[config.mk]
export PLATFORM = sky130hd
export DESIGN_NAME = bbc_top
export DESIGN_NICKNAME = d
export VERILOG_FILES = /design/src/design/bbc_pkg.sv /design/src/design/bbc_top.sv
export SDC_FILE = /design/constraint.sdc
export NUM_CORES = 1
export LEC_CHECK = 0
export BUFFER_PORTS_ARGS = -buffer_cell sky130_fd_sc_hd__buf_2
export CAP_MARGIN = 10
export CORE_ASPECT_RATIO = 0.5
export CORE_UTILIZATION = 40
export DETAILED_ROUTE_END_ITERATION = 8
export GPL_ROUTABILITY_DRIVEN = 0
export PLACE_DENSITY = 0.75
export SLEW_MARGIN = 20
export SYNTH_ARGS = -nofsm -noshare
export SYNTH_HDL_FRONTEND = slang
export SYNTH_SLANG_ARGS = --single-unit
[constraint.sdc]
create_clock -name CLK_SYS_I -period 1.9 [get_ports CLK_SYS_I]
set_input_delay 0.38 -clock CLK_SYS_I [delete_from_list [all_inputs] [get_ports CLK_SYS_I]]
set_output_delay 0.38 -clock CLK_SYS_I [all_outputs]
set_load 0.03 [all_outputs]
[src/design/bbc_pkg.sv]
package bbc_pkg;
	localparam int SYS_CLK_MHZ = 25;
	localparam int FAULT_TIME_US = 50;
	localparam int FAULT_CYC_INT = FAULT_TIME_US * SYS_CLK_MHZ;
	localparam int TMR_W = 11;
	localparam logic [TMR_W-1:0] FAULT_CYC = TMR_W'(FAULT_CYC_INT);
	localparam int POR_TIME_MS = 200;
	localparam int POR_CYC = POR_TIME_MS * SYS_CLK_MHZ * 1000;
	localparam int POR_W = 23;
	localparam int PCLK_W = 4;
	localparam int SMP_DIV_W = 2;
	localparam logic [SMP_DIV_W-1:0] SMP_DIV_LAST = 2'h3;
	localparam int ADDR_W = 22;
	localparam int DATA_W = 16;
	localparam logic [PCLK_W-1:0] PCLK_RST = 4'h0;
	localparam logic [DATA_W-1:0] DATA_RST = 16'h0000;
	typedef enum logic [3:0] {
		ST_IDLE = 4'h1,
		ST_ADDR = 4'h2,
		ST_WAIT = 4'h4,
		ST_END = 4'h8
	} bbc_state_t;
endpackage : bbc_pkg

[src/design/bbc_top.sv]
`timescale 1ns/1ps
// Summary of operation
// (RULE_01) Address strobe low frames every transfer
// (RULE_02) Upper byte strobe qualifies high data byte
// (RULE_03) Lower byte strobe qualifies low data byte
// (RULE_04) Direction high read, low write
// (RULE_05) Slave pulls acknowledge low when done
// (RULE_06) Fault asserted after 50 us without acknowledge
// (RULE_07) Power reset low 200 ms after supply good
// (RULE_08) Power reset low again on supply drop
// (RULE_09) Power reset returns logic to start state
// (RULE_10) Processor clocks by successive halving
// (RULE_11) Master acquisition clock with even duty
// (RULE_12) One sample memory clock per channel
// (RULE_13) One convert gate per channel
// (RULE_14) Trigger enable during acquisition
// (RULE_15) Two synchronous trigger lines to timebase
// (RULE_16) Only this master drives backplane lines
// (RULE_17) Slave handles data on local bus
// (RULE_18) Request and grant held at fixed levels
// (RULE_19) Slave decodes top address bits as slot
// (RULE_20) Data bit 15 MSB, bit 0 LSB
// (RULE_21) Ack released after strobe; timer restarts
module bbc_top #(
	parameter int POR_CYCLES = bbc_pkg::POR_CYC
) (
	input wire logic CLK_SYS_I,
	input wire logic SYS_RST_I,
	input wire logic SUPPLY_OK_I,
	input wire logic CPU_REQ_I,
	input wire logic CPU_READ_I,
	input wire logic CPU_UPPER_I,
	input wire logic CPU_LOWER_I,
	input wire logic [bbc_pkg::ADDR_W-1:0] CPU_ADDR_I,
	input wire logic [bbc_pkg::DATA_W-1:0] CPU_WDATA_I,
	output logic CPU_BUSY_O,
	output logic CPU_DONE_O,
	output logic CPU_FAULT_O,
	output logic [bbc_pkg::DATA_W-1:0] CPU_RDATA_O,
	output logic ADDR_STROBE_N_O,
	output logic UPPER_BYTE_STROBE_N_O,
	output logic LOWER_BYTE_STROBE_N_O,
	output logic READ_NOT_WRITE_O,
	output logic [bbc_pkg::ADDR_W-1:0] BP_ADDR_O,
	output logic [bbc_pkg::DATA_W-1:0] BP_DATA_O,
	output logic BP_DATA_OE_O,
	input wire logic [bbc_pkg::DATA_W-1:0] BP_DATA_I,
	input wire logic XFER_ACK_N_I,
	output logic BUS_FAULT_N_O,
	output logic POWERON_RST_N_O,
	output logic [bbc_pkg::PCLK_W-1:0] PROC_CLK_O,
	output logic BUS_REQ_N_O,
	output logic BUS_GRANT_N_O,
	input wire logic ACQ_RUN_I,
	input wire logic TRIG_I,
	output logic ACQ_MASTER_CLK_O,
	output logic SAMPLE_MEM_CLK_A_O,
	output logic SAMPLE_MEM_CLK_B_O,
	output logic CONVERT_GATE_A_O,
	output logic CONVERT_GATE_B_O,
	output logic TRIG_ENABLE_O,
	output logic SYNC_TRIG_A_O,
	output logic SYNC_TRIG_B_O
);
	import bbc_pkg::*;

	logic sup_s1_ff, sup_s2_ff, ack_s1_ff, ack_s2_ff, trg_s1_ff, trg_s2_ff;
	logic [DATA_W-1:0] dat_s1_ff, dat_s2_ff;
	logic [POR_W-1:0] por_cnt_ff;
	logic por_done_ff;
	logic logic_rst;
	bbc_state_t state_ff, nxt_state;
	logic [TMR_W-1:0] tmr_ff;
	logic upper_sel_ff, lower_sel_ff;
	logic [SMP_DIV_W-1:0] smp_div_ff;
	wire por_last = (por_cnt_ff == POR_W'(POR_CYCLES - 1));
	wire take_req = (state_ff == ST_IDLE) && CPU_REQ_I;
	wire ack_seen = (state_ff == ST_WAIT) && !ack_s2_ff;
	wire tmr_last = (tmr_ff == FAULT_CYC - 11'h001);
	wire time_out = (state_ff == ST_WAIT) && ack_s2_ff && tmr_last;
	wire smp_tick = ACQ_RUN_I && (smp_div_ff == SMP_DIV_LAST);
	// Armed only as a run starts; a held trigger must not re-arm it
	wire ten_arm = ACQ_RUN_I && !CONVERT_GATE_A_O;

	// Supply, acknowledge, trigger and data pins cross into this clock through two flops
	always_ff @(posedge CLK_SYS_I) begin
		sup_s1_ff <= SUPPLY_OK_I;
		sup_s2_ff <= sup_s1_ff;
		ack_s1_ff <= XFER_ACK_N_I;
		ack_s2_ff <= ack_s1_ff;
		trg_s1_ff <= TRIG_I;
		trg_s2_ff <= trg_s1_ff;
		dat_s1_ff <= BP_DATA_I;
		dat_s2_ff <= dat_s1_ff;
	end

	// Counts from supply good; a drop restarts the whole wait
	always_ff @(posedge CLK_SYS_I) begin
		if (SYS_RST_I || !sup_s2_ff) begin // RULE_08
			por_cnt_ff <= '0;
			por_done_ff <= 1'b0;
		end else if (!por_done_ff) begin // RULE_07
			por_cnt_ff <= por_last ? por_cnt_ff : por_cnt_ff + 23'h000001;
			por_done_ff <= por_last;
		end
	end

	always_ff @(posedge CLK_SYS_I) begin
		if (SYS_RST_I) begin
			POWERON_RST_N_O <= 1'b0;
		end else begin
			POWERON_RST_N_O <= por_done_ff && sup_s2_ff; // RULE_07
		end
	end

	// Everything below restarts while power reset is active
	assign logic_rst = SYS_RST_I || !por_done_ff; // RULE_09

	always_comb begin
		nxt_state = state_ff;
		case (state_ff)
			ST_IDLE: begin
				if (CPU_REQ_I) begin
					nxt_state = ST_ADDR;
				end
			end
			ST_ADDR: nxt_state = ST_WAIT;
			ST_WAIT: begin
				if (ack_seen || time_out) begin // RULE_06
					nxt_state = ST_END;
				end
			end
			ST_END: begin
				// Slave must let go before the next frame
				if (ack_s2_ff) begin // RULE_21
					nxt_state = ST_IDLE;
				end
			end
			default: nxt_state = ST_IDLE;
		endcase
	end

	always_ff @(posedge CLK_SYS_I) begin
		if (logic_rst) begin
			state_ff <= ST_IDLE;
		end else begin
			state_ff <= nxt_state;
		end
	end

	// Timer restarts with each frame
	always_ff @(posedge CLK_SYS_I) begin
		if (logic_rst || state_ff != ST_WAIT) begin
			tmr_ff <= '0; // RULE_21
		end else if (!tmr_last) begin
			tmr_ff <= tmr_ff + 11'h001;
		end
	end

	// Address, direction and write data latched at request
	always_ff @(posedge CLK_SYS_I) begin
		if (logic_rst) begin
			BP_ADDR_O <= '0;
			BP_DATA_O <= DATA_RST;
			READ_NOT_WRITE_O <= 1'b1;
			upper_sel_ff <= 1'b0;
			lower_sel_ff <= 1'b0;
		end else if (take_req) begin
			BP_ADDR_O <= CPU_ADDR_I;
			BP_DATA_O <= CPU_WDATA_I; // RULE_20
			READ_NOT_WRITE_O <= CPU_READ_I; // RULE_04
			upper_sel_ff <= CPU_UPPER_I;
			lower_sel_ff <= CPU_LOWER_I;
		end
	end

	// Strobes low only in the wait phase, after address settles
	always_ff @(posedge CLK_SYS_I) begin
		if (logic_rst) begin
			ADDR_STROBE_N_O <= 1'b1;
			UPPER_BYTE_STROBE_N_O <= 1'b1;
			LOWER_BYTE_STROBE_N_O <= 1'b1;
			BP_DATA_OE_O <= 1'b0;
		end else begin
			ADDR_STROBE_N_O <= nxt_state != ST_WAIT; // RULE_01
			UPPER_BYTE_STROBE_N_O <= !(nxt_state == ST_WAIT && upper_sel_ff); // RULE_02
			LOWER_BYTE_STROBE_N_O <= !(nxt_state == ST_WAIT && lower_sel_ff); // RULE_03
			BP_DATA_OE_O <= (nxt_state == ST_ADDR || nxt_state == ST_WAIT)
				&& !(take_req ? CPU_READ_I : READ_NOT_WRITE_O); // RULE_16
		end
	end

	// Fault held through the end phase, then released
	always_ff @(posedge CLK_SYS_I) begin
		if (logic_rst) begin
			BUS_FAULT_N_O <= 1'b1;
			CPU_DONE_O <= 1'b0;
			CPU_FAULT_O <= 1'b0;
			CPU_BUSY_O <= 1'b0;
			CPU_RDATA_O <= DATA_RST;
		end else begin
			if (time_out) begin
				BUS_FAULT_N_O <= 1'b0; // RULE_06
			end else if (state_ff == ST_END && ack_s2_ff) begin
				BUS_FAULT_N_O <= 1'b1;
			end
			CPU_DONE_O <= ack_seen; // RULE_05
			CPU_FAULT_O <= time_out;
			CPU_BUSY_O <= nxt_state != ST_IDLE;
			if (ack_seen && READ_NOT_WRITE_O) begin
				CPU_RDATA_O <= dat_s2_ff; // RULE_20
			end
		end
	end

	// Single master: no request, grant always held
	always_ff @(posedge CLK_SYS_I) begin
		if (SYS_RST_I) begin
			BUS_REQ_N_O <= 1'b1; // RULE_18
			BUS_GRANT_N_O <= 1'b0; // RULE_18
		end else begin
			BUS_REQ_N_O <= 1'b1;
			BUS_GRANT_N_O <= 1'b0;
		end
	end

	// Synchronous counter of halving stages; rates scale with the system clock
	always_ff @(posedge CLK_SYS_I) begin
		if (logic_rst) begin
			PROC_CLK_O <= PCLK_RST;
		end else begin
			PROC_CLK_O <= PROC_CLK_O + 4'h1; // RULE_10
		end
	end

	// Toggle every cycle keeps duty at half; fastest this clock allows
	always_ff @(posedge CLK_SYS_I) begin
		if (logic_rst) begin
			ACQ_MASTER_CLK_O <= 1'b0;
		end else begin
			ACQ_MASTER_CLK_O <= !ACQ_MASTER_CLK_O; // RULE_11
		end
	end

	always_ff @(posedge CLK_SYS_I) begin
		if (logic_rst || !ACQ_RUN_I) begin
			smp_div_ff <= '0;
			SAMPLE_MEM_CLK_A_O <= 1'b0;
			SAMPLE_MEM_CLK_B_O <= 1'b0;
		end else begin
			smp_div_ff <= smp_div_ff + 2'h1;
			if (smp_tick) begin
				SAMPLE_MEM_CLK_A_O <= !SAMPLE_MEM_CLK_A_O; // RULE_12
				SAMPLE_MEM_CLK_B_O <= !SAMPLE_MEM_CLK_B_O; // RULE_12
			end
		end
	end

	// Trigger enable drops once a trigger is passed on
	always_ff @(posedge CLK_SYS_I) begin
		if (logic_rst) begin
			CONVERT_GATE_A_O <= 1'b0;
			CONVERT_GATE_B_O <= 1'b0;
			TRIG_ENABLE_O <= 1'b0;
			SYNC_TRIG_A_O <= 1'b0;
			SYNC_TRIG_B_O <= 1'b0;
		end else begin
			CONVERT_GATE_A_O <= ACQ_RUN_I; // RULE_13
			CONVERT_GATE_B_O <= ACQ_RUN_I; // RULE_13
			TRIG_ENABLE_O <= ACQ_RUN_I && (ten_arm || (TRIG_ENABLE_O && !trg_s2_ff)); // RULE_14
			SYNC_TRIG_A_O <= TRIG_ENABLE_O && trg_s2_ff; // RULE_15
			SYNC_TRIG_B_O <= TRIG_ENABLE_O && trg_s2_ff; // RULE_15
		end
	end

	a_strobe_frame: assert property (@(posedge CLK_SYS_I) disable iff (logic_rst) // RULE_01
		(!UPPER_BYTE_STROBE_N_O || !LOWER_BYTE_STROBE_N_O) |-> !ADDR_STROBE_N_O)
		else $error("byte strobe outside address strobe");
	a_upper_lane: assert property (@(posedge CLK_SYS_I) disable iff (logic_rst) // RULE_02
		$fell(ADDR_STROBE_N_O) |-> (UPPER_BYTE_STROBE_N_O == !upper_sel_ff))
		else $error("upper strobe does not match request");
	a_lower_lane: assert property (@(posedge CLK_SYS_I) disable iff (logic_rst) // RULE_03
		$fell(ADDR_STROBE_N_O) |-> (LOWER_BYTE_STROBE_N_O == !lower_sel_ff))
		else $error("lower strobe does not match request");
	a_dir_drive: assert property (@(posedge CLK_SYS_I) disable iff (logic_rst) // RULE_04
		!ADDR_STROBE_N_O |-> (BP_DATA_OE_O == !READ_NOT_WRITE_O))
		else $error("data drive disagrees with direction");
	a_fault_time: assert property (@(posedge CLK_SYS_I) disable iff (logic_rst) // RULE_06
		$fell(BUS_FAULT_N_O) |-> $past(tmr_ff) == FAULT_CYC - 11'h001)
		else $error("bus fault at wrong time");
	a_fault_due: assert property (@(posedge CLK_SYS_I) disable iff (logic_rst) // RULE_06
		(state_ff == ST_WAIT && ack_s2_ff && tmr_last) |=> !BUS_FAULT_N_O && CPU_FAULT_O)
		else $error("bus fault missing after timeout");
	a_por_drop: assert property (@(posedge CLK_SYS_I) disable iff (SYS_RST_I) // RULE_08
		!sup_s2_ff |=> !POWERON_RST_N_O ##1 !POWERON_RST_N_O)
		else $error("power reset not low on supply drop");
	a_por_hold: assert property (@(posedge CLK_SYS_I) disable iff (SYS_RST_I) // RULE_07
		$rose(POWERON_RST_N_O) |-> $past(por_cnt_ff, 2) == POR_W'(POR_CYCLES - 1))
		else $error("power reset released early");
	a_reset_idle: assert property (@(posedge CLK_SYS_I) disable iff (SYS_RST_I) // RULE_09
		!por_done_ff |=> state_ff == ST_IDLE && ADDR_STROBE_N_O)
		else $error("bus active during power reset");
	a_clk_halve: assert property (@(posedge CLK_SYS_I) disable iff (logic_rst) // RULE_10
		$fell(PROC_CLK_O[0]) |-> $changed(PROC_CLK_O[1]))
		else $error("clock stage not halving");
	a_ack_release: assert property (@(posedge CLK_SYS_I) disable iff (logic_rst) // RULE_21
		(state_ff == ST_END && !ack_s2_ff) |=> state_ff == ST_END && ADDR_STROBE_N_O)
		else $error("new frame before acknowledge released");
endmodule : bbc_top

## Word level (Yosys, flattened, before mapping)

Index checks and enable logic that the tools add are counted.

- Bits in registers: 155
- Bits in latches: 0
- Memory bits (writable): 0
- Bits in read-only memories: 0
- Input port bits: 64
- Output and inout port bits: 78
- Word-level logic and storage cells: 97
- Memories: 0

- Add/sub/neg operators: 4
- Multipliers: 0
- Div/mod/pow operators: 0
- Order comparisons: 0
- Equality and inequality tests: 12
- Shift-type cells: 0
- Muxes and demuxes: 8
- Bitwise logic cells: 2
- Reductions and logical operators: 36

Operators with widths:

| cell | count |
|---|---|
| 23-bit by 1-bit adder with 23-bit output (second input constant) | 1 |
| 23-bit equality test (second input constant) | 1 |
| 4-bit one-hot mux with 4 select lines | 1 |
| 1-bit logical AND | 15 |
| 1-bit zero test | 12 |
| 4-bit 2-to-1 mux | 3 |
| 11-bit by 1-bit adder with 11-bit output (second input constant) | 1 |
| 11-bit equality test (second input constant) | 1 |
| 4-bit by 2-bit equality test with 1-bit output (second input constant) | 2 |
| 4-bit by 3-bit equality test with 1-bit output (second input constant) | 2 |
| 4-bit by 3-bit inequality test with 1-bit output (second input constant) | 2 |
| 1-bit logical OR | 7 |
| 4-bit by 1-bit adder with 4-bit output (second input constant) | 1 |
| 4-bit by 1-bit equality test with 1-bit output (second input constant) | 1 |
| 4-bit equality test (second input constant) | 1 |
| 1-bit 2-to-1 mux | 4 |
| 4-bit by 1-bit inequality test with 1-bit output (second input constant) | 1 |
| 2-bit by 1-bit adder with 2-bit output (second input constant) | 1 |
| 2-bit equality test (second input constant) | 1 |
| 1-bit inverter | 2 |
| 2-bit AND reduction | 1 |
| 2-bit nonzero test | 1 |

## Logic depth before layout (Yosys ltp)

Gate-level depths: netlist of the first run.

- Word-level depth: 9
- Mapped depth: 7
- Depth with buffers taken out: 6

## Least setup slack after synthesis of the first run

No wires, ideal clock.

- Kind: register to register
- From: reg state_ff[1]
- To: reg LOWER_BYTE_STROBE_N_O
- Library setup time: 0.117 ns
- Data arrival time: 1.519 ns
- Data required time: 1.783 ns
- Path slack: 0.263 ns
- Cell stages (with the launch flop): 6
- Clock period less this slack: 1.637 ns
- Cell sequence: dfxtp_1 clkbuf_2 or4b_4 a311o_1 a21oi_2 nand2_1

- Cells in the longest elaborated chain, start to end: 9

RTL lines:

| element | RTL line | text |
|---|---|---|
| start, declared | bbc_top.sv:72 | `bbc_state_t state_ff, nxt_state;` |
| start signal, assigned | bbc_top.sv:147 | `state_ff <= nxt_state;` |
| 4-bit by 3-bit equality test with 1-bit output | bbc_top.sv:78, bbc_top.sv:80, bbc_top.sv:121 |  |
| 1-bit logical AND (2 in a row) | bbc_top.sv:80 | `wire time_out = (state_ff == ST_WAIT) && ack_s2_ff && tmr_last;` |
| 1-bit logical OR | bbc_top.sv:129 | `if (ack_seen \|\| time_out) begin` |
| 4-bit 2-to-1 mux | bbc_top.sv:129 |  |
| 4-bit one-hot mux with 4 select lines * | bbc_top.sv:121 | `case (state_ff)` |
| 4-bit by 3-bit equality test with 1-bit output * | bbc_top.sv:187 | `LOWER_BYTE_STROBE_N_O <= !(nxt_state == ST_WAIT && lower_sel_ff);` |
| 1-bit logical AND * | bbc_top.sv:187 |  |
| 1-bit zero test * | bbc_top.sv:187 |  |
| end signal, assigned | bbc_top.sv:187 |  |
| end, declared | bbc_top.sv:42 | `output logic LOWER_BYTE_STROBE_N_O,` |

Every way passes the cells marked *; elsewhere a longest branch is shown, timed or not.
A chain may end at the register's enable or synchronous reset.

## Worst setup path after layout of the first run

- From: reg por_cnt_ff[10]
- To: reg por_cnt_ff[1]

- Cells in the longest elaborated chain, start to end: 3

RTL lines:

| element | RTL line | text |
|---|---|---|
| start, declared | bbc_top.sv:69 | `logic [POR_W-1:0] por_cnt_ff;` |
| start signal, assigned | bbc_top.sv:103 | `por_cnt_ff <= por_last ? por_cnt_ff : por_cnt_ff + 23'h000001;` |
| 23-bit equality test | bbc_top.sv:76 | `wire por_last = (por_cnt_ff == POR_W'(POR_CYCLES - 1));` |
| 1-bit inverter (no source line) | n/a |  |
| 2-bit AND reduction (no source line) | n/a |  |

Every way passes these cells.

==> results of run 1 <==
==> final cells by class <==
cell class,count,area [sq um],area share
flip-flops and latches,155,3100,0.453
multi-input cells,387,2080,0.304
repair buffers,157,856,0.125
clock buffers,19,453,0.0661
well taps,170,213,0.0310
clock inverters,12,114,0.0166
inverters,8,30.0,0.00438
==> logic make-up (layout without fill, tap and decap cells) <==
group | after synthesis | in the layout
simple gates | 259 | 259
flops | 155 | 155
compound gates | 102 | 102
buf+inv | 41 | 196
xor+xnor | 18 | 18
fa+ha+maj | 5 | 5
other cells | 2 | 2
mux | 1 | 1
==> power groups by stage <==
stage | Clock, uW | Sequential [uW] | Combinational, uW
finish | 3240 | 3320 | 168
global route | 3460 | 3320 | 188
CTS | 3300 | 3320 | 169
detailed placement | 0 | 3390 | 168
global placement | 0 | 3390 | 165
floorplan | 0 | 3380 | 83.3
==> layout by cell type, fill, tap and decap left out, drive strengths merged, types with 2 or more instances in the layout <==
cell,count
a21oi,75
and2,7
and3,5
and4,3
buf,157
clkbuf,19
clkinv,3
clkinvlp,4
conb,2
dfxtp,155
ha,5
inv,12
nand2,131
nand2b,8
nand3,20
nand4,12
nor2,26
nor2b,2
nor3,10
nor4,6
nor4b,3
o211ai,4
o21ai,11
o31ai,5
or3,6
or4,8
or4b,6
xnor2,11
xor2,7
==> routing by layer <==
metal / up-vias / track usage
li1: 2270 / -
met1: 2089 / 0.223
met2: 107 / 0.312
met3: 21 / 0.0455
met4: 0 / 0.0654
met5: - / 0
==> worst min path at each step <==
stage                                startpoint  slack, ns               endpoint
after floorplan               ack_s1_ff$_DFF_P_       0.31      ack_s2_ff$_DFF_P_
after global placement     dat_s1_ff[0]$_DFF_P_       0.31   dat_s2_ff[0]$_DFF_P_
after detailed placement  dat_s1_ff[13]$_DFF_P_       0.31  dat_s2_ff[13]$_DFF_P_
after CTS                         BP_DATA_I[10]       0.05  dat_s1_ff[10]$_DFF_P_
after global routing              BP_DATA_I[10]       0.04  dat_s1_ff[10]$_DFF_P_
final                             BP_DATA_I[10]       0.06  dat_s1_ff[10]$_DFF_P_
==> through the flow <==
step | setup WS (ns) | hold WS (ns) | util
after global placement | 0.209 | 0.310 | 0.488
after CTS | 0.130 | 0.0472 | 0.532
final | 0.138 | 0.0624 | 0.532
after global routing | 0.0133 | 0.0391 | 0.532
after detailed placement | 0.140 | 0.312 | 0.488
after floorplan | 0.263 | 0.310 | -
==> state kept, by name, indices dropped and copies added (netlist names), 2 cells and up <==
register,flops
BP_DATA_O,16
por_cnt_ff,23
smp_div_ff,2
PROC_CLK_O,4
dat_s2_ff,16
tmr_ff,11
dat_s1_ff,16
state_ff,4
CPU_RDATA_O,16
BP_ADDR_O,22
==> worst max-delay path, stage by stage, from the launching register on <==
cell,delay (ns)
dfxtp_1,0.34
or4b_1,0.59
nor4_4,0.35
buf_4,0.20
nand2b_1,0.10
nand3_1,0.07
==> summary.txt, run 1 <==
Resize count post-CTS -> 0
hold path cells -> 1
ys async rst share -> 0
WP data required -> 2.20 ns
total CTS buffers -> 17
Fillers -> 1,150
final hold vios -> 0
mux cell area share after synthesis -> 0.00187
top post-synthesis cells by area -> dfxtp_1 58%, nand2_1 9.2%, a21oi_1 6.9%
met2 WL -> 6.04 mm
Flop pwr share -> 0.494
placed cell count -> 877
antenna violations before repair -> 0
Antenna Nets Post-Route -> 0
layout cells sized above 1 -> 0.268
CTS Hold Buffers Added -> 0
CP Capture Point -> por_cnt_ff[1]$_SDFFE_PP0P_
Via density -> 4.94
vias in the first global route -> 4,152
sequential-to-total area share from yosys stat -> 0.578
Placement Cell Area -> 6280 sq um
reg-to-reg critical path endpoint -> por_cnt_ff[1]$_SDFFE_PP0P_
H-tree levels -> 4
failing checks -> DRC
Simple-Gate Fraction of Synth Area -> 0.239
Post CTS Setup Buffer Count -> 0
predominant post-synthesis flop cell -> dfxtp_1
post-route cell area -> 6850 sq um
Core ar. -> 12,900 sq um
Clk Latency, worst-skew pair -> 0.41 ns
Synth top area share -> 0.578
IO Pins -> 142
Slew headroom -> 0.637
largest family of logic cells by synthesized area -> simple AND/OR/NAND/NOR gates
CP Launch Point -> por_cnt_ff[10]$_SDFFE_PP0P_
antenna fix cells -> 0
fin nets -> 795
Yosys reg bits -> 155
TritonCTS clock tree -> yes
DR WL met3 -> 531 um
Synth Area in Compound Gates -> 0.105
critical-path maximum fanout -> 6
slew at the pin closest to its max-slew limit -> 0.538 ns
Worst-path clk slew -> 0.06 ns
RSZ-0062 raised after global routing -> no
DRC viols -> 9
clock root cell -> clkbuf_16
Psw -> 1470 uW
total grt overflow -> 0
Avg WL per Cell -> 13.4 um
PD cells -> 981 nW/um^2
Initial Utilization -> 0.417
r2r startpoint -> por_cnt_ff[10]$_SDFFE_PP0P_
router iterations before antenna repair -> 6
First DRT Iteration DRCs -> 292
Setup TNS -> 0 ns
xor-xnor portion of the synthesized cell area -> 0.0294
status -> finished, violations left
yosys warns -> 0
period utilization -> 0.927
number of max-cap violations -> 0
P_int -> 5250 uW
Via Count -> 4,487
fmax -> 567 MHz
Yosys cell types -> 49
R2R setup slack -> 0.14 ns
top-count cell post-synth -> dfxtp_1
first-pass GRT wire length -> 20.2 mm
switching portion of total power -> 0.219
area grow syn2layout -> 27.7%
Crit Path Class -> flip-flop to flip-flop
Clock Path Buffers -> 2
post-synth top area cell -> dfxtp_1
largest net degree at the start of global routing -> 43
number of port buffers -> 139
Gate power share -> 0.025
commonest cells in the synthesized netlist -> 155 x dfxtp_1, 131 x nand2_1, 74 x a21oi_1, 26 x nor2_1
EDFF count, synth -> 0
Die ar. -> 13,900 sq um
Die X-Extent -> 166 um
reg2reg path depth -> 5
GRT Overall Usage -> 0.182
Mapped Area -> 5370 sq um
Top Layer Used -> met4
Core Rows -> 29
fin crit period -> 1.76 ns
M1 WL -> 5.35 mm
Mapped Nets -> 652
crit path DAT -> 2.06 ns
Pins Over Slew Limit -> 0
HP Class -> input pin to flip-flop
Layout Cells excl Fill -> 908
Post-Route WL -> 12.2 mm
Layout Skew -> 0.00662 ns
power after layout -> 6720 uW
crit start category -> flip-flop
P_leak -> 0.00281 uW
Clk pwr share -> 0.481
DP HPWL -> 8.61 mm
setup violators final -> 0
Post-Synth Adder-Cell Area -> 0.0117
maximum vdd drop -> 0.000618 V
clk sinks -> 155
Post-Syn Area per Cell -> 9.20 sq um
crit end category -> flip-flop
post-synthesis cell count -> 583
chip height -> 83.9 um
No activity file was read; power rests on OpenSTA's default activity.
==> run 2, diff against run 1 <==
--- a/config.mk
+++ b/config.mk
@@ -11,7 +11,6 @@
 export CORE_UTILIZATION = 40
 export DETAILED_ROUTE_END_ITERATION = 8
 export GPL_ROUTABILITY_DRIVEN = 0
-export PLACE_DENSITY = 0.75
 export SLEW_MARGIN = 20
 export SYNTH_ARGS = -nofsm -noshare
 export SYNTH_HDL_FRONTEND = slang
==> constraint.sdc (replaced) <==
create_clock -name CLK_SYS_I -period 1.66 [get_ports CLK_SYS_I]
set_input_delay 0.332 -clock CLK_SYS_I [delete_from_list [all_inputs] [get_ports CLK_SYS_I]]
set_output_delay 0.332 -clock CLK_SYS_I [all_outputs]
set_load 0.03 [all_outputs]
==> summary.txt, run 2 (synthesis gave the netlist of run 1 again) <==
status -> finished, violations left
failing checks -> DRC, setup timing
clock root cell -> clkbuf_16
post-route cell area -> 7250 sq um (+5.8%)
Largest register FFs -> 23 (unchanged)
largest net degree at the start of global routing -> 35 (-19%)
area grow syn2layout -> 35.2%
most flop-heavy register -> por_cnt_ff
crit start category -> flip-flop
Slowest Stage Delay on Critical Path -> 0.55 ns (-0.04 ns)
setup violators final -> 1 (+1)
Largest regs -> por_cnt_ff: 23 flops, BP_ADDR_O: 22 flops
R2R setup slack -> -0.02 ns (-0.16 ns)
RSZ-0062 raised after global routing -> yes
commonest non-fill, non-tap cell in the layout -> dfxtp_1
Avg WL per Cell -> 13.0 um (-3.2%)
period utilization -> 1.01 (+0.0863)
Core Rows -> 29 (unchanged)
Worst-path clk slew -> 0.06 ns (about the same)
reg-to-reg critical path endpoint -> por_cnt_ff[5]$_SDFFE_PP0P_
First DRT Iteration DRCs -> 207 (-29%)
PD cells -> 1050 nW/um^2 (+7.3%)
fin crit period -> 1.68 ns (-0.0794 ns)
Placement Cell Area -> 6520 sq um (+3.8%)
DRC viols -> 11 (+2)
Setup TNS -> -0.0228 ns (-0.0228 ns)
r2r startpoint -> por_cnt_ff[17]$_SDFFE_PP0P_
antenna violations before repair -> 0 (unchanged)
Layout Skew -> 0.0142 ns (+0.00756 ns)
Pins Over Slew Limit -> 0 (unchanged)
first-pass GRT wire length -> 20.1 mm (-0.95%)
critical-path maximum fanout -> 3 (-3)
number of max-cap violations -> 0 (unchanged)
DP HPWL -> 8.53 mm (-0.86%)
layout cells sized above 1 -> 0.329 (+0.0603)
hold path cells -> 1 (unchanged)
total CTS buffers -> 17 (unchanged)
antenna fix cells -> 0 (unchanged)
worst path cell trace -> or4b_4 > nor4_4 > buf_4 > nand4_1 > nand3b_1
crit path DAT -> 2.02 ns (-0.04 ns)
router iterations before antenna repair -> 7 (+1)
Place WS -> -0.0399 ns (-0.179 ns)
Crit Path Class -> flip-flop to flip-flop
crit end category -> flip-flop
Hold Path Origin -> BP_DATA_I[8]
Min-Delay Endpoint -> dat_s1_ff[8]$_DFF_P_
maximum vdd drop -> 0.000672 V (+8.8%)
Hold WS -> 0.0219 ns (-0.0405 ns)
clk sinks -> 155 (unchanged)
Die X-Extent -> 166 um (unchanged)
Die ar. -> 13,900 sq um (unchanged)
Clock Path Buffers -> 2 (unchanged)
IO Pins -> 142 (unchanged)
final hold vios -> 0 (unchanged)
GRT Overall Usage -> 0.181 (-0.00148)
most frequent cells in the layout -> 150 x dfxtp_1, 139 x buf_2, 130 x nand2_1
total grt overflow -> 0 (unchanged)
min setup slack post-route -> -0.0228 ns (-0.161 ns)
TritonCTS clock tree -> yes
Via density -> 4.78 (-3.2%)
Post-Route WL -> 12.2 mm (+0.49%)
number of port buffers -> 139 (unchanged)
Antenna Nets Post-Route -> 0 (unchanged)
HP Class -> input pin to flip-flop
Layout Utilization -> 0.563 (+0.0311)
Core ar. -> 12,900 sq um (unchanged)
Via Count -> 4,511 (+0.53%)
reg2reg path depth -> 5 (unchanged)
vias in the first global route -> 4,216 (+1.5%)
fmax -> 594 MHz (+4.7%)
CP max-delay cell -> or4b_4
chip height -> 83.9 um (unchanged)
P_leak -> 0.00304 uW (+8.0%)
Clk Latency, worst-skew pair -> 0.41 ns (about the same)
WP data required -> 2.00 ns (-0.20 ns)
H-tree levels -> 4 (unchanged)
fin nets -> 829 (+4.3%)
Initial Utilization -> 0.417 (unchanged)
-- run 2: cell count changes in the layout (fill, tap and decap cells not counted), moves of 4 or more --
cell	previous run	this run
dfxtp_2	0	5
inv_8	0	4
nand3_1	20	16
nand3_2	0	4
dfxtp_1	155	150
clkinv_4	1	5
buf_4	16	42
-- run 2: what timing repair did --
action,4_1_cts,5_1_grt
pin swaps,3,8
cloned,0,1
gates resized for setup,3,30
buffers inserted,0,0
endpoints found under the hold margin,1,2
hold buffers,1,2
endpoints found under the setup margin,9,77
-- run 2: area by class of cell --
class / instances / area, sq um
clock inverter: 15 / 133
tap: 170 / 213
fill: 1191 / 5630
sequential: 155 / 3110
inverter: 8 / 30.0
timing repair buffer: 191 / 1160
multi-input combinational: 387 / 2180
clock buffer: 17 / 425
-- run 2: where the power goes --
part | leakage (uW) | internal (uW) | switching, uW
registers | 0.00127 | 3770 | 23.7
logic | 0.00150 | 111 | 113
clock network | 0.000276 | 1970 | 1640
total | 0.00304 | 5860 | 1780
-- run 2: stage by stage --
step                      cells  total power, uW
after global placement      907             4080
after CTS                   940             7720
after global routing        943             7930
after floorplan             583             3970
after detailed placement    907             4080
final                       943             7630
-- run 2: metal layers --
layer  GRT usage  up-vias  wire length, um
li1            -     2346                -
met1       0.223     2064             5790
met2       0.304       86             5830
met3      0.0436       15              413
met4      0.0731        0              187
met5           0        -                0
-- run 2: worst max-delay path by stage --
stage | from | endpoint | slack [ns] | cells after the start
2_1_floorplan | state_ff[1]$_SDFF_PP0_ | LOWER_BYTE_STROBE_N_O$_SDFF_PP1_ | 0.02 | 5
3_3_place_gp | por_cnt_ff[10]$_SDFFE_PP0P_ | por_cnt_ff[1]$_SDFFE_PP0P_ | 0.01 | 5
3_5_place_dp | por_cnt_ff[10]$_SDFFE_PP0P_ | por_cnt_ff[5]$_SDFFE_PP0P_ | -0.04 | 5
4_1_cts | tmr_ff[1]$_SDFFE_PP0P_ | LOWER_BYTE_STROBE_N_O$_SDFF_PP1_ | 0.002 | 7
5_1_grt | por_cnt_ff[17]$_SDFFE_PP0P_ | por_cnt_ff[5]$_SDFFE_PP0P_ | -0.09 | 5
6_report | por_cnt_ff[17]$_SDFFE_PP0P_ | por_cnt_ff[5]$_SDFFE_PP0P_ | -0.02 | 5
-- run 2: critical path: cells and delay by family, from the launching register on --
kind | cells | cell delay (ns)
buffers and inverters | 1 | 0.15
and+or+nand+nor | 4 | 1.15
DFF | 1 | 0.32
==> run 3, diff against run 2 <==
--- a/config.mk
+++ b/config.mk
@@ -7,7 +7,6 @@
 export LEC_CHECK = 0
 export BUFFER_PORTS_ARGS = -buffer_cell sky130_fd_sc_hd__buf_2
 export CAP_MARGIN = 10
-export CORE_ASPECT_RATIO = 0.5
 export CORE_UTILIZATION = 40
 export DETAILED_ROUTE_END_ITERATION = 8
 export GPL_ROUTABILITY_DRIVEN = 0
==> summary.txt, run 3 (synthesis gave the netlist of run 1 again) <==
Via density -> 4.90 (+2.3%)
most frequent cells in the layout -> 149 x dfxtp_1, 140 x buf_2, 130 x nand2_1
Largest register FFs -> 23 (unchanged)
Largest regs -> por_cnt_ff: 23 flops, BP_ADDR_O: 22 flops
critical-path maximum fanout -> 8 (+5)
Initial Utilization -> 0.418 (+0.00183)
number of port buffers -> 139 (unchanged)
P_leak -> 0.00305 uW (+0.31%)
period utilization -> 1.03 (+0.0140)
TritonCTS clock tree -> yes
crit start category -> flip-flop
Core Rows -> 41 (+41%)
min setup slack post-route -> -0.0462 ns (-0.0233 ns)
PD cells -> 1030 nW/um^2 (-1.9%)
first-pass GRT wire length -> 20.2 mm (+0.89%)
Core ar. -> 12,800 sq um (-0.44%)
clock root cell -> clkbuf_16
Clock Path Buffers -> 2 (unchanged)
HP Class -> input pin to flip-flop
H-tree levels -> 4 (unchanged)
RSZ-0062 raised after global routing -> yes
setup violators final -> 4 (+3)
status -> finished, violations left
chip height -> 118 um (+40%)
Die ar. -> 13,900 sq um (-0.20%)
post-route cell area -> 7330 sq um (+1.1%)
Die X-Extent -> 118 um (-29%)
most flop-heavy register -> por_cnt_ff
largest net degree at the start of global routing -> 32 (-8.6%)
clk sinks -> 155 (unchanged)
maximum vdd drop -> 0.000843 V (+25%)
antenna fix cells -> 0 (unchanged)
commonest non-fill, non-tap cell in the layout -> dfxtp_1
antenna violations before repair -> 0 (unchanged)
Antenna Nets Post-Route -> 0 (unchanged)
fmax -> 586 MHz (-1.4%)
vias in the first global route -> 4,259 (+1.0%)
IO Pins -> 142 (unchanged)
Setup TNS -> -0.134 ns (-0.111 ns)
final hold vios -> 0 (unchanged)
Pins Over Slew Limit -> 0 (unchanged)
total CTS buffers -> 17 (unchanged)
DP HPWL -> 8.96 mm (+5.0%)
Post-Route WL -> 12.6 mm (+3.1%)
First DRT Iteration DRCs -> 164 (-21%)
number of max-cap violations -> 0 (unchanged)
Worst-path clk slew -> 0.06 ns (about the same)
Via Count -> 4,675 (+3.6%)
Layout Skew -> 0.00613 ns (-0.00805 ns)
crit end category -> flip-flop
Avg WL per Cell -> 13.2 um (+1.8%)
total grt overflow -> 0 (unchanged)
DRC viols -> 0 (-11)
Placement Cell Area -> 6480 sq um (-0.65%)
Crit Path Class -> flip-flop to flip-flop
crit path DAT -> 2.05 ns (+0.03 ns)
area grow syn2layout -> 36.7%
fin nets -> 839 (+1.2%)
failing checks -> setup timing
Clk Latency, worst-skew pair -> 0.41 ns (about the same)
router iterations before antenna repair -> 4 (-3)
WP data required -> 2.01 ns (about the same)
fin crit period -> 1.71 ns (+0.0233 ns)
GRT Overall Usage -> 0.182 (+0.00199)
layout cells sized above 1 -> 0.318 (-0.0106)
run 3: cell types whose count changed in the layout (fill, tap and decap cells not counted), sizes merged:
cell         before  now
buf             187  184
inv              15   14
dlygate4sd3       3   17
run 3: final timing paths:
path                               startpoint                    endpoint  slack, ns  depth (start not counted)
hold / removal                   BP_DATA_I[2]        dat_s1_ff[2]$_DFF_P_       0.03                          1
hold reg to reg          dat_s1_ff[1]$_DFF_P_        dat_s2_ff[1]$_DFF_P_       0.33                          0
setup reg to reg  por_cnt_ff[10]$_SDFFE_PP0P_  por_cnt_ff[2]$_SDFFE_PP0P_      -0.05                          5
setup / recovery  por_cnt_ff[10]$_SDFFE_PP0P_  por_cnt_ff[2]$_SDFFE_PP0P_      -0.05                          5
run 3: where the power goes:
part | switching [uW] | internal (uW)
Combinational | 117 | 124
Sequential | 21.1 | 3780
Clock | 1550 | 1980
Total | 1690 | 5880
run 3: critical path, stage by stage (launching register included):
cell and delay [ns]:
dfxtp_2 0.32, or4b_4 0.54, nor4_4 0.30, buf_4 0.19
nand4_1 0.14, nand3_1 0.14
run 3: final cells by class:
cell class | instances | area, sq um
fill | 1188 | 5490
sequential | 155 | 3110
multi-input combinational | 387 | 2180
timing repair buffer | 201 | 1250
clock buffer | 18 | 439
tap | 172 | 215
clock inverter | 14 | 113
inverter | 8 | 30.0
run 3: per-layer routing:
metal  track usage  wire (um)  vias up  part of all wire
met4        0.0689        140        0             0.011
met2         0.313       6300      130              0.50
met3        0.0528        619       14             0.049
met5             0          0        -                 0
li1              -          -     2360                 -
met1         0.214       5540     2171              0.44
run 3: what timing repair did:
action                                 in CTS  in global routing
pin swaps                                   3                  6
setup endpoints to repair                  12                 71
resized for setup                           4                 27
endpoints found under the hold margin      10                  7
cloned                                      0                  1
hold buffers                               10                  7
buffers inserted                            0                  2
run 3: stage by stage:
stage / total power [uW] / worst slack (ns) / hold slack (ns) / std cells / util
CTS: 7650 / -0.0319 / 0.000985 / 945 / 0.557
finish: 7580 / -0.0462 / 0.0316 / 955 / 0.572
global placement: 4080 / 0.0135 / 0.311 / 903 / 0.505
detailed placement: 4080 / -0.0511 / 0.312 / 903 / 0.505
global route: 7860 / -0.105 / 0.00283 / 955 / 0.572
floorplan: 3970 / 0.0232 / 0.310 / 583 / -
